==> src/psw_pkg.sv <==
/*
 Package for the power-state sequencer: states, timing counts, pin carrier struct.
 Assumes a single 50 MHz clock and a host decoder that flags reads of address 0.
*/
// Behaviour
// - Powerdown left only on power-down pin rising edge
// - Power-on reset clears core after supply stable
// - Standby within 20ms of pin rising edge
// - Address 0 read in sleep goes active
// - Address 0 read in standby goes active
// - Standby wake accepts access immediately
// - Pins frozen on active to standby or sleep
// - After power-on reset, settle in standby
// - Power-down pin low forces powerdown anywhere
// - Standby keeps oscillator, gates engine clock, retains
// - Engines run only in active state
package psw_pkg;

	localparam int unsigned CLK_HZ         = 50_000_000;
	localparam int unsigned WAKE_MAX_MS    = 20;
	localparam int unsigned WAKE_MAX_CYC   = (CLK_HZ / 1000) * WAKE_MAX_MS;
	localparam int unsigned REG_RAMP_CYC   = 1024;
	localparam int unsigned POR_CYC        = 16;
	localparam int unsigned OSC_LOCK_CYC   = 4096;
	localparam int unsigned CNT_W          = 20;
	localparam int unsigned PIN_W          = 16;
	localparam logic [PIN_W-1:0] PIN_RST_VAL = 16'h0000;

	typedef enum logic [5:0] {
		PSW_POWERDOWN = 6'b000001,
		PSW_RAMP      = 6'b000010,
		PSW_POR       = 6'b000100,
		PSW_OSC_UP    = 6'b001000,
		PSW_STANDBY   = 6'b010000,
		PSW_ACTIVE    = 6'b100000
	} psw_state_e;

	typedef struct packed {
		logic [PIN_W-1:0] level;
		logic [PIN_W-1:0] oe;
	} psw_pins_s;

endpackage : psw_pkg

==> src/psw_power_state_wakeup_control.sv <==
/*
 Power-state sequencer: powerdown, regulator ramp, power-on reset, oscillator
 start, standby, active and sleep, with wake by address 0 read and pin freeze.
 Assumes the host interface flags address 0 reads and the low power commands
 as one-cycle pulses synchronous to mclk_i.
*/
`timescale 1ns/10ps
module psw_power_state_wakeup_control (
	// Clock and reset
	input  wire logic             mclk_i,
	input  wire logic             rst_n_i,
	// Power-down pin
	input  wire logic             power_down_n_pin_i,
	// Host requests
	input  wire logic             rd_addr0_i,
	input  wire logic             cmd_standby_i,
	input  wire logic             cmd_sleep_i,
	input  wire logic             cmd_powerdown_i,
	// Engine pins
	input  wire psw_pkg::psw_pins_s eng_pins_i,
	output psw_pkg::psw_pins_s    pins_o,
	// Power controls
	output logic                  reg_en_o,
	output logic                  core_rst_o,
	output logic                  osc_en_o,
	output logic                  eng_clk_en_o,
	output logic                  host_ready_o,
	output logic                  asleep_o
);

	localparam logic [19:0] RAMP_LAST = 20'(psw_pkg::REG_RAMP_CYC - 1);
	localparam logic [19:0] POR_LAST  = 20'(psw_pkg::POR_CYC - 1);
	localparam logic [19:0] OSC_LAST  = 20'(psw_pkg::OSC_LOCK_CYC - 1);
	localparam logic [19:0] SEQ_LAST  = 20'(psw_pkg::REG_RAMP_CYC + psw_pkg::POR_CYC + psw_pkg::OSC_LOCK_CYC - 1);

	psw_pkg::psw_state_e state_q;
	psw_pkg::psw_state_e state_d;
	logic [psw_pkg::CNT_W-1:0] cnt_q;
	logic [psw_pkg::CNT_W-1:0] wake_cyc_q;
	logic                      pin_q;
	logic                      sleep_q;
	logic                      rise;
	logic                      live;
	logic                      clear;

	assign rise = power_down_n_pin_i && !pin_q;

	always_ff @(posedge mclk_i) begin
		if (!rst_n_i) begin
			pin_q <= 1'b0;
		end else begin
			pin_q <= power_down_n_pin_i;
		end
	end

	always_comb begin
		state_d = state_q;
		case (state_q)
			psw_pkg::PSW_POWERDOWN: begin
				if (rise) begin
					state_d = psw_pkg::PSW_RAMP;
				end
			end
			psw_pkg::PSW_RAMP: begin
				if (cnt_q == RAMP_LAST) begin
					state_d = psw_pkg::PSW_POR;
				end
			end
			psw_pkg::PSW_POR: begin
				if (cnt_q == POR_LAST) begin
					state_d = psw_pkg::PSW_OSC_UP;
				end
			end
			psw_pkg::PSW_OSC_UP: begin
				if (cnt_q == OSC_LAST) begin
					state_d = psw_pkg::PSW_STANDBY;
				end
			end
			psw_pkg::PSW_STANDBY: begin
				if (rd_addr0_i) begin
					state_d = psw_pkg::PSW_ACTIVE;
				end
			end
			psw_pkg::PSW_ACTIVE: begin
				if (cmd_standby_i || cmd_sleep_i) begin
					state_d = psw_pkg::PSW_STANDBY;
				end
			end
			default: begin
				state_d = psw_pkg::PSW_POWERDOWN;
			end
		endcase
		if (!power_down_n_pin_i || cmd_powerdown_i) begin
			state_d = psw_pkg::PSW_POWERDOWN;
		end
	end

	always_ff @(posedge mclk_i) begin
		if (!rst_n_i) begin
			state_q <= psw_pkg::PSW_POWERDOWN;
		end else begin
			state_q <= state_d;
		end
	end

	// Sleep is standby with the oscillator off; wake restarts the oscillator
	always_ff @(posedge mclk_i) begin
		if (!rst_n_i || state_d == psw_pkg::PSW_POWERDOWN) begin
			sleep_q <= 1'b0;
		end else if (state_q == psw_pkg::PSW_ACTIVE && cmd_sleep_i && !cmd_standby_i) begin
			sleep_q <= 1'b1;
		end else if (state_q == psw_pkg::PSW_STANDBY && rd_addr0_i) begin
			sleep_q <= 1'b0;
		end
	end

	always_ff @(posedge mclk_i) begin
		if (!rst_n_i || state_d != state_q) begin
			cnt_q <= '0;
		end else if (cnt_q != '1) begin
			cnt_q <= cnt_q + 1'b1;
		end
	end

	// Oscillator ramp after sleep is the host's 20ms wait, not ours
	assign live  = (state_q == psw_pkg::PSW_ACTIVE) && (state_d == psw_pkg::PSW_ACTIVE);
	assign clear = (state_q == psw_pkg::PSW_POR);

	psw_freeze u_freeze (
		.mclk_i     (mclk_i),
		.rst_n_i    (rst_n_i),
		.live_i     (live),
		.clear_i    (clear),
		.eng_pins_i (eng_pins_i),
		.pins_o     (pins_o)
	);

	always_ff @(posedge mclk_i) begin
		if (!rst_n_i) begin
			reg_en_o     <= 1'b0;
			core_rst_o   <= 1'b1;
			osc_en_o     <= 1'b0;
			eng_clk_en_o <= 1'b0;
			host_ready_o <= 1'b0;
			asleep_o     <= 1'b0;
		end else begin
			reg_en_o     <= (state_d != psw_pkg::PSW_POWERDOWN);
			core_rst_o   <= (state_d == psw_pkg::PSW_POWERDOWN) || (state_d == psw_pkg::PSW_RAMP)
			                || (state_d == psw_pkg::PSW_POR);
			osc_en_o     <= ((state_d == psw_pkg::PSW_OSC_UP) || (state_d == psw_pkg::PSW_STANDBY)
			                || (state_d == psw_pkg::PSW_ACTIVE)) && !(sleep_q && state_d == psw_pkg::PSW_STANDBY
			                && !(rd_addr0_i && state_q == psw_pkg::PSW_STANDBY));
			eng_clk_en_o <= (state_d == psw_pkg::PSW_ACTIVE);
			host_ready_o <= (state_d == psw_pkg::PSW_STANDBY) || (state_d == psw_pkg::PSW_ACTIVE);
			asleep_o     <= (state_d == psw_pkg::PSW_STANDBY) && sleep_q
			                && !(rd_addr0_i && state_q == psw_pkg::PSW_STANDBY);
		end
	end

	// Wake sequence length counter; too long for a delay range
	always_ff @(posedge mclk_i) begin
		if (!rst_n_i || state_q == psw_pkg::PSW_POWERDOWN || state_q == psw_pkg::PSW_STANDBY
		    || state_q == psw_pkg::PSW_ACTIVE) begin
			wake_cyc_q <= '0;
		end else if (wake_cyc_q != '1) begin
			wake_cyc_q <= wake_cyc_q + 1'b1;
		end
	end
endmodule : psw_power_state_wakeup_control

==> src/psw_freeze.sv <==
/*
 Pin freeze stage: passes engine pin values while live, clears them on clear, holds them otherwise.
 Assumes live drops in the same cycle the state leaves active.
*/
`timescale 1ns/10ps
module psw_freeze (
	// Clock and reset
	input  wire logic             mclk_i,
	input  wire logic             rst_n_i,
	// Control
	input  wire logic             live_i,
	input  wire logic             clear_i,
	// Pins
	input  wire psw_pkg::psw_pins_s eng_pins_i,
	output psw_pkg::psw_pins_s    pins_o
);

	psw_pkg::psw_pins_s pins_q;

	always_ff @(posedge mclk_i) begin
		if (!rst_n_i || clear_i) begin
			pins_q <= '{level: psw_pkg::PIN_RST_VAL, oe: psw_pkg::PIN_RST_VAL};
		end else if (live_i) begin
			pins_q <= eng_pins_i;
		end
	end

	assign pins_o = pins_q;
endmodule : psw_freeze

==> config.mk <==
export PLATFORM = sky130hd
export DESIGN_NAME = psw_power_state_wakeup_control
export DESIGN_NICKNAME = d
export VERILOG_FILES = /design/src/psw_pkg.sv /design/src/psw_power_state_wakeup_control.sv /design/src/psw_freeze.sv
export SDC_FILE = /design/constraint.sdc
export NUM_CORES = 1
export LEC_CHECK = 0
export BUFFER_PORTS_ARGS = -buffer_cell sky130_fd_sc_hd__buf_4
export CAP_MARGIN = 20
export CELL_PAD_IN_SITES_DETAIL_PLACEMENT = 0
export CELL_PAD_IN_SITES_GLOBAL_PLACEMENT = 1
export CORE_MARGIN = 1
export CORE_UTILIZATION = 38
export CTS_CLUSTER_SIZE = 25
export DETAILED_ROUTE_END_ITERATION = 10
export HOLD_SLACK_MARGIN = 0.05
export PLACE_DENSITY = 0.85
export SLEW_MARGIN = 20
export SYNTH_ARGS = -nofsm -noshare
export SYNTH_HDL_FRONTEND = slang
export SYNTH_SLANG_ARGS = --single-unit
==> constraint.sdc <==
create_clock -name mclk_i -period 3 [get_ports mclk_i]
set_input_delay 0.3 -clock mclk_i [delete_from_list [all_inputs] [get_ports mclk_i]]
set_output_delay 0.3 -clock mclk_i [all_outputs]
set_load 0.02 [all_outputs]
==> impl_metrics.py, run 1 <==
metrics = {
    "floorplan": {
        "die_w_um": 90.66,
        "design.die.area_sq_um": 8218,
        "initial_utilization_pct": 40.31,
        "core_area_sq_um": 7408,
        "die_h_um": 90.66,
        "row_count": 31,
        "ios": 77,
    },
    "critical_path": {
        "critPathArrivalTime_ns": 2.82,
        "worstSetupPathType": "reg -> reg",
        "worstPathRequired_ns": 3.23,
        "cp-start-kind": "flop",
        "critPathMaxFanout": 20,
        "cp-end-kind": "flop",
    },
    "logic_synthesis": {
        "synth_cell_types": 48,
        "syn_inst": 366,
        "yosys_register_bits": 66,
        "synthTopCellsByArea": "dfxtp_1 (44%), nand2_1 (11%), a21oi_1 (6.0%), xor2_1 (3.2%), nand3_1 (3.2%)",
        "avgSynthCellArea_sq_um": 8.160,
        "synth_fp_nets": 406,
        "yosys_warnings": 0,
        "synth_enable_flop_cells": 0,
        "synth_area_sq_um": 2987,
        "synthFlopType": "dfxtp_1",
        "async_flop_share_pct": 0,
        "yosysTopAreaCellShare_pct": 44.24,
        "yosysTopAreaCell": "dfxtp_1",
        "synth-seq-area-share_pct": 44.24,
    },
    "clocking": {
        "cts_hold_buf": 0,
        "ctsResizeCount": 0,
        "cts_tree": "yes",
        "post_cts_buffers": 0,
        "clk_pin_slew_ns": 0.07,
        "insertion_delay_ns": 0.34,
        "clock-sinks": 66,
        "cts_made_buffers": 9,
        "htreeDepth": 3,
        "root_buffer": "clkbuf_8",
        "cts_buffer_depth": 2,
    },
    "cells_and_area": {
        "syn2layout_area_growth_pct": 28.53,
        "fill_cells": 747,
        "seq_area_sq_um": 1321,
        "stdcell_count": 545,
        "antennaDiodeCount": 0,
        "final_cell_mix": "nand2_1 (84), buf_4 (83), dfxtp_1 (66)",
        "layout-drive-gt1-share_pct": 26.68,
        "nets": 481,
        "postLayoutCellArea_sq_um": 3839,
        "multi_input_area_sq_um": 1511,
        "final_common_cell": "nand2_1",
    },
    "route": {
        "drcViolationCount": 0,
        "maxUsedRoutingLayer": "met4",
        "via_per_inst": 4.996,
        "wl_met3_um": 311,
        "postRouteAntennaNets": 0,
        "detail_route.iter0.violations": 118,
        "first_pass_iters": 4,
        "avgRoutedWirePerCell_um": 13.35,
        "wl_met1_um": 3375,
        "vias": 2723,
        "routed_wl_um": 7276,
        "met2_wirelength_um": 3498,
    },
    "power": {
        "p_per_area_nw_per_um2": 483.4,
        "leakage_nw": 1.484,
        "peakVddDrop_uv": 271.5,
    },
    "global_routing": {
        "grt_pass1_wl_um": 12420,
        "track_usage_pct": 18.52,
        "grt_max_degree": 33,
        "grt_pass1_vias": 2551,
        "antenna_found_initial": 0,
        "overflow": 0,
    },
    "timing": {
        "min_period_ns": 2.588,
        "fin_crit_sh_pct": 86.28,
        "slew_headroom_pct": 70.04,
        "hold_slack_ns": 0.1926,
        "finalSetupTns_ns": 0,
        "report.final.slew_viol_count": 0,
        "setup_viol": 0,
        "skew_ns": 0.01097,
        "max_freq_ghz": 0.3863,
        "finalHoldViolCount": 0,
        "worst_pin_slew_ns": 0.4453,
        "rsz0062_at_grt": "false",
    },
    "run": {
        "drv_cap": 0,
    },
    "placement": {
        "hpwl_um": 5130,
        "portBuffers": 76,
        "gp_congestion": 0.8469,
        "placed_area_sq_um": 3602,
        "place.detailed.instances": 529,
    },
    "outcome": {
        "status": "completed",
    },
    "min_path": {
        "hold_class": "in -> reg",
    },
}
[state kept, by name, indices dropped and copies added (netlist names)]
register	cells
u_freeze.pins_o	32
cnt_q	20
state_q	6
asleep_o	1
core_rst_o	1
eng_clk_en_o	1
host_ready_o	1
osc_en_o	1
pin_q	1
reg_en_o	1
sleep_q	1
[routing by layer]
| layer | up-vias | global-route usage (%) |
|---|---|---|
| li1 | 1410 | - |
| met1 | 1241 | 24.66 |
| met2 | 63 | 29.80 |
| met3 | 9 | 3.114 |
| met4 | 0 | 7.124 |
| met5 | - | 0 |
[synth_stat cells (6+ instances only)]
cell,number
inv_1,6
dfxtp_1,66
nor4_1,10
nor2_1,18
nor3_1,17
nand4_1,7
xor2_1,11
o21ai_0,14
clkbuf_1,8
and3_1,7
nand3_1,19
nand2_1,84
a21oi_1,36
[cell type report]
cell class                      count  area share (%)
Multi-Input combinational cell    275           39.37
Sequential cell                    66           34.42
Timing Repair Buffer               83           16.23
Clock buffer                       11           3.944
Tap cell                           99           3.227
Clock inverter                      5           2.216
Inverter                            6          0.5867
[through the flow]
step                      util, %  setup slack [ns]  total power, mW
after floorplan                 -            0.7502           0.9585
after global placement      48.62            0.5156            1.006
after detailed placement    48.62            0.4699            1.006
after CTS                   51.82            0.4304            1.879
after global routing        51.82            0.2459            1.939
final                       51.82            0.4115            1.856
[path summary, 6_finish.rpt]
path	from	to	slack [ns]	cells past startpoint
setup / recovery	state_q[3]$_SDFF_PN0_	cnt_q[3]$_SDFFE_PP0P_	0.41	7
hold / removal	power_down_n_pin_i	pin_q$_SDFF_PN0_	0.19	2
hold reg to reg	u_freeze.pins_o[25]$_SDFFE_PP0P_	u_freeze.pins_o[25]$_SDFFE_PP0P_	0.45	2
setup reg to reg	state_q[3]$_SDFF_PN0_	cnt_q[3]$_SDFFE_PP0P_	0.41	7
[logic make-up after synthesis]
family / count (synthesis) / synth area share (%)
multiplexers: 3 / 1.005
XOR/XNOR: 16 / 4.692
adder cells (fa/ha/maj): 1 / 0.4189
AND/OR/NAND/NOR: 195 / 32.80
flip-flops: 66 / 44.24
AO/OA/AOI/OAI: 60 / 11.69
buffers and inverters: 25 / 5.153
[critical path, stage by stage, from the launching register on]
cell	delay, ns
dfxtp_1	0.40
or2_4	0.29
or4b_4	0.50
o21ai_4	0.24
a21boi_2	0.25
xnor2_1	0.15
nand2_2	0.28
nor4_1	0.37
[power breakdown]
group / total [mW] / leakage, nW / internal (mW) / switching [mW]
Combinational: 0.0978 / 0.835 / 0.0502 / 0.0475
Sequential: 0.887 / 0.532 / 0.881 / 0.00610
Clock: 0.871 / 0.116 / 0.518 / 0.353
No activity file was read; power rests on OpenSTA's default activity.
==> run 2: changes to the inputs <==
ABC_AREA = 0   (was default)
CELL_PAD_IN_SITES_DETAIL_PLACEMENT = 1   (was 0)
SLEW_MARGIN = default   (was 20)
==> run 2 against run 1 <==
  * Final area down 0.49%
  * Die area is the same
  * Sequential power is essentially flat
  * Via count is 4.4% higher
  * Flip-flop and latch count is the same
  * Global-route usage increased by 2.5 points
  * Sequential share of layout area up 0.17 points
  * Clock skew about the same
  * First-iteration DRC count is 9.3% lower
==> impl_metrics.py, run 2 (synthesis results as in run 1) <==
metrics = {
    "outcome": {
        "status": "completed",
    },
    "min_path": {
        "hold_class": "in -> reg",
    },
    "placement": {
        "gp_congestion": 0.8469,
        "placed_area_sq_um": 3602,
        "portBuffers": 76,
        "hpwl_um": 6111,
    },
    "power": {
        "leakage_nw": 1.475,
        "p_int_mw": 1.403,
        "p_sw_mw": 0.4186,
        "clock_power_share_pct": 45.7,
        "swShare_pct": 22.98,
        "p_per_area_nw_per_um2": 476.7,
        "peakVddDrop_uv": 183.2,
        "seq_power_share_pct": 48.7,
        "combPwrFrac_pct": 5.5,
    },
    "global_routing": {
        "grt_max_degree": 33,
        "track_usage_pct": 20.99,
        "grt_pass1_wl_um": 13770,
        "antenna_found_initial": 0,
        "grt_pass1_vias": 2854,
        "overflow": 0,
    },
    "route": {
        "routed_wl_um": 8418,
        "detail_route.iter0.violations": 107,
        "drcViolationCount": 0,
        "postRouteAntennaNets": 0,
        "avgRoutedWirePerCell_um": 15.45,
        "via_per_inst": 5.217,
        "first_pass_iters": 4,
        "vias": 2843,
    },
    "run": {
        "drv_cap": 0,
    },
    "timing": {
        "report.final.slew_viol_count": 0,
        "hold_slack_ns": 0.1827,
        "fin_crit_sh_pct": 87.54,
        "finalHoldViolCount": 0,
        "worst_pin_slew_ns": 0.4644,
        "min_period_ns": 2.626,
        "max_freq_ghz": 0.3808,
        "finalSetupTns_ns": 0,
        "skew_ns": 0.01139,
        "slew_headroom_pct": 68.76,
        "rsz0062_at_grt": "false",
        "setup_viol": 0,
    },
    "floorplan": {
        "die_w_um": 90.66,
        "die_h_um": 90.66,
        "design.die.area_sq_um": 8218,
        "ios": 77,
        "initial_utilization_pct": 40.31,
        "core_area_sq_um": 7408,
        "row_count": 31,
    },
    "critical_path": {
        "worstPathRequired_ns": 3.25,
        "cp-start-kind": "flop",
        "cp-end-kind": "flop",
        "worstSetupPathType": "reg -> reg",
        "critPathMaxFanout": 20,
        "critPathArrivalTime_ns": 2.87,
        "rrSetupSlack_ns": 0.37,
    },
    "clocking": {
        "clock-sinks": 66,
        "post_cts_buffers": 0,
        "insertion_delay_ns": 0.35,
        "clk_pin_slew_ns": 0.08,
        "cts_buffer_depth": 2,
        "cts_made_buffers": 9,
        "cts_tree": "yes",
        "cts_hold_buf": 0,
        "root_buffer": "clkbuf_8",
        "htreeDepth": 3,
        "ctsResizeCount": 0,
    },
    "cells_and_area": {
        "fill_cells": 921,
        "antennaDiodeCount": 0,
        "largest_reg_flops": 32,
        "nets": 481,
        "syn2layout_area_growth_pct": 27.90,
        "final_cell_mix": "nand2_1 (84), buf_4 (83), dfxtp_1 (66)",
        "final_common_cell": "nand2_1",
        "postLayoutCellArea_sq_um": 3820,
        "layout-drive-gt1-share_pct": 26.46,
    },
}
## run 2: cell types whose count changed in the layout (fill, tap and decap cells not counted)
cell and delta:
clkinv_2 +1, clkbuf_8 -2, clkbuf_1 +1
## run 2: worst paths after layout
kind	from	endpoint	cells after the start
hold / removal	power_down_n_pin_i	pin_q$_SDFF_PN0_	2
hold reg to reg	u_freeze.pins_o[25]$_SDFFE_PP0P_	u_freeze.pins_o[25]$_SDFFE_PP0P_	2
setup reg to reg	state_q[2]$_SDFF_PN0_	cnt_q[1]$_SDFFE_PP0P_	7
setup / recovery	state_q[2]$_SDFF_PN0_	cnt_q[1]$_SDFFE_PP0P_	7
## run 2: power by group through the flow
stage	clock network (mW)	registers, mW	logic (mW)
2_1_floorplan	0	0.906	0.0526
3_3_place_gp	0	0.907	0.0989
3_5_place_dp	0	0.907	0.101
4_1_cts	0.850	0.887	0.102
5_1_grt	0.899	0.888	0.110
6_report	0.833	0.887	0.101
## run 2: critical path, cell delays in order, from the launching register on
cell	delay [ns]
dfxtp_1	0.39
or2_4	0.30
or4b_4	0.50
o21ai_4	0.25
a21boi_2	0.27
xnor2_1	0.16
nand2_2	0.28
nor4_1	0.36
## run 2: metal layers
| metal | share of wire, % | global-route usage (%) |
|---|---|---|
| met4 | 1.7 | 9.274 |
| met1 | 43 | 24.57 |
| met2 | 51 | 37.12 |
| met5 | 0 | 0 |
| met3 | 3.8 | 3.788 |
## run 2: layout make-up
class                      count  area (sq um)  share of cell area, %
multi-input combinational    275          1511                  39.57
timing repair buffer          83         623.1                  16.31
clock inverter                 6         90.09                  2.358
inverter                       6         22.52                 0.5896
clock buffer                  10         127.6                  3.341
sequential                    66          1321                  34.59
tap                           99         123.9                  3.243
## run 2: per-stage QoR
stage	power (mW)	setup slack, ns	utilization [%]	cells
global route	1.897	0.1993	51.56	545
finish	1.821	0.3737	51.56	545
floorplan	0.9585	0.7502	-	366
CTS	1.839	0.3683	51.56	545
global placement	1.006	0.5156	48.62	529
detailed placement	1.009	0.4132	48.62	529
==> run 3: changes to the inputs <==
ABC_AREA = 1   (was 0)
ABC_CLOCK_PERIOD_IN_PS = 3000   (was default)
PLACE_DENSITY = 0.86   (was 0.85)
==> run 3 against run 2 <==
  * Core utilization down 1.1 points
  * Flip-flop and latch count unchanged
  * Clock skew down 0.0014 ns
  * Worst hold slack worse by 0.040 ns
  * Clock power up 22%
  * Largest cell class unchanged
  * Combinational power up 9%
  * Synthesized cell count up 22%
  * Non-clock buffer count down 4
  * Critical path type unchanged
  * Sequential share of layout area down 2.6 points
  * Sequential power about the same
  * Worst setup slack better by 0.14 ns
  * Area after synthesis up 6.7%
  * Critical endpoint is now cnt_q[3]$_SDFFE_PP0P_
==> impl_metrics.py, run 3 <==
metrics = {
    "min_path": {
        "hold_class": "in -> reg",
        "min_from": "power_down_n_pin_i",
    },
    "logic_synthesis": {
        "synth-seq-area-share_pct": 41.44,
        "synth_common_cells": "nor2_1 (91), nand2_1 (73), inv_1 (71)",
        "yosysMostFrequentCell": "nor2_1",
        "yosysTopAreaCellShare_pct": 41.44,
        "synthFlopType": "dfxtp_1",
        "yosys_register_bits": 66,
        "avgSynthCellArea_sq_um": 7.132,
        "synth_area_sq_um": 3188,
        "async_flop_share_pct": 0,
        "yosys_warnings": 0,
        "synth_enable_flop_cells": 0,
        "yosysTopAreaCell": "dfxtp_1",
        "synth_cell_types": 31,
        "synth_fp_nets": 487,
        "syn_inst": 447,
        "synthTopCellsByArea": "dfxtp_1 (41%), nor2_1 (11%), nand2_1 (8.6%), inv_1 (8.4%), a211oi_1 (7.5%)",
    },
    "floorplan": {
        "row_count": 33,
        "ios": 77,
        "die_w_um": 93.60,
        "design.die.area_sq_um": 8760,
        "core_area_sq_um": 8175,
        "initial_utilization_pct": 39.00,
        "die_h_um": 93.60,
    },
    "route": {
        "maxUsedRoutingLayer": "met4",
        "routed_wl_um": 9126,
        "first_pass_iters": 4,
        "avgRoutedWirePerCell_um": 14.33,
        "vias": 3156,
        "postRouteAntennaNets": 0,
        "via_per_inst": 4.954,
        "detail_route.iter0.violations": 163,
        "drcViolationCount": 0,
        "met2_wirelength_um": 4430,
        "wl_met3_um": 555,
        "wl_met1_um": 3996,
    },
    "timing": {
        "finalSetupTns_ns": 0,
        "min_period_ns": 2.482,
        "skew_ns": 0.009960,
        "finalHoldViolCount": 0,
        "slew_headroom_pct": 55.87,
        "report.final.slew_viol_count": 0,
        "worst_pin_slew_ns": 0.6536,
        "max_freq_ghz": 0.4028,
        "fin_crit_sh_pct": 82.75,
        "setup_viol": 0,
        "fin_ws_ns": 0.5175,
        "rsz0062_at_grt": "false",
    },
    "critical_path": {
        "critical_path.max_stage_delay_ns": 0.38,
        "slowest_stage": "dfxtp_1",
        "reg2reg_from": "cnt_q[0]$_SDFFE_PP0P_",
        "path_cells": "ha_1, nand3_2, nor2_4, nand3_1, a21oi_2, nand3_1, nand3b_2, nor2_1, nor2_2, nand2_4, nor2_1",
        "cp-start-kind": "flop",
        "worstPathRequired_ns": 3.28,
        "critPathArrivalTime_ns": 2.76,
        "worstSetupStartpoint": "cnt_q[0]$_SDFFE_PP0P_",
        "critPathMaxFanout": 17,
        "worstSetupPathType": "reg -> reg",
        "cp-end-kind": "flop",
    },
    "global_routing": {
        "antenna_found_initial": 0,
        "grt_pass1_wl_um": 15300,
        "grt_max_degree": 65,
        "track_usage_pct": 22.44,
        "grt_pass1_vias": 3300,
        "overflow": 0,
    },
    "cells_and_area": {
        "layout-drive-gt1-share_pct": 23.68,
        "largest_reg_flops": 32,
        "final_cell_mix": "nor2_1 (91), buf_4 (79), nand2_1 (73)",
        "nets": 567,
        "final_util_pct": 50.46,
        "syn2layout_area_growth_pct": 29.40,
        "stdcell_count": 637,
        "final_common_cell": "nor2_1",
        "antennaDiodeCount": 0,
    },
    "clocking": {
        "ctsResizeCount": 0,
        "clk_pin_slew_ns": 0.08,
        "htreeDepth": 3,
        "insertion_delay_ns": 0.35,
        "cts_buffer_depth": 2,
        "cts_tree": "yes",
        "clock-sinks": 66,
        "root_buffer": "clkbuf_8",
        "cts_hold_buf": 0,
        "cts_made_buffers": 9,
        "post_cts_buffers": 0,
    },
    "placement": {
        "gp_congestion": 0.8709,
        "hpwl_um": 6625,
        "place.detailed.instances": 621,
        "portBuffers": 76,
        "preCtsSetupSlack_ns": 0.6399,
    },
    "outcome": {
        "status": "completed",
    },
    "power": {
        "leakage_nw": 1.798,
        "p_per_area_nw_per_um2": 488.1,
        "peakVddDrop_uv": 275.2,
        "power_mw": 2.014,
    },
    "run": {
        "drv_cap": 0,
    },
}
[run 3: cell types whose count changed in the layout (fill, tap and decap cells not counted), moves of 5 or more]
cell	before	now
a211oi_1	0	32
a21oi_1	36	11
and2_1	5	0
and3_1	7	0
inv_1	6	71
nand2_1	84	73
nor2_1	18	91
nor2_2	0	15
nor2_4	0	5
nor3_1	17	2
nor4_1	10	3
o21ai_0	14	5
[run 3: layout make-up]
cell class / instances / area, sq um
multi-input combinational: 297 / 1536
clock inverter: 6 / 137.6
timing repair buffer: 79 / 593.1
tap: 105 / 131.4
inverter: 74 / 277.8
sequential: 66 / 1321
fill: 1058 / 4050
clock buffer: 10 / 127.6
[run 3: cells by family after synthesis]
family                   synth area share, %
flip-flops                             41.44
adder cells (fa/ha/maj)               0.3924
buffers and inverters                  10.36
XOR/XNOR                               4.121
AND/OR/NAND/NOR                        32.61
AO/OA/AOI/OAI                          11.07
[run 3: final timing paths]
check / cells past startpoint / slack [ns] / to
max: 11 / 0.52 / cnt_q[3]$_SDFFE_PP0P_
min: 3 / 0.14 / pin_q$_SDFF_PN0_
max reg2reg: 11 / 0.52 / cnt_q[3]$_SDFFE_PP0P_
min reg2reg: 2 / 0.46 / u_freeze.pins_o[26]$_SDFFE_PP0P_
[run 3: report_power, final]
part | switching, mW | total (mW) | internal, mW
registers | 0.00601 | 0.887 | 0.881
logic | 0.0596 | 0.110 | 0.0508
clock network | 0.375 | 1.02 | 0.641
[run 3: through the flow]
step           hold WS (ns)  cell area (sq um)
6_report             0.1427               4125
5_1_grt              0.1320               4125
4_1_cts              0.1322               4125
3_5_place_dp         0.4510               3860
3_3_place_gp         0.4434               3860
2_1_floorplan        0.3935               3188
[run 3: critical path: cells and delay by family, from the launching register on]
kind                     cells  cell delay (ns)
AND/OR/NAND/NOR              9             1.50
flip-flops                   1             0.38
adder cells (fa/ha/maj)      1             0.28
AO/OA/AOI/OAI                1             0.25
[run 3: metal layers]
metal,up-vias,global-route usage (%)
met4,0,8.718
met3,13,6.748
met5,-,0
met2,78,38.11
met1,1492,26.42
li1,1573,-
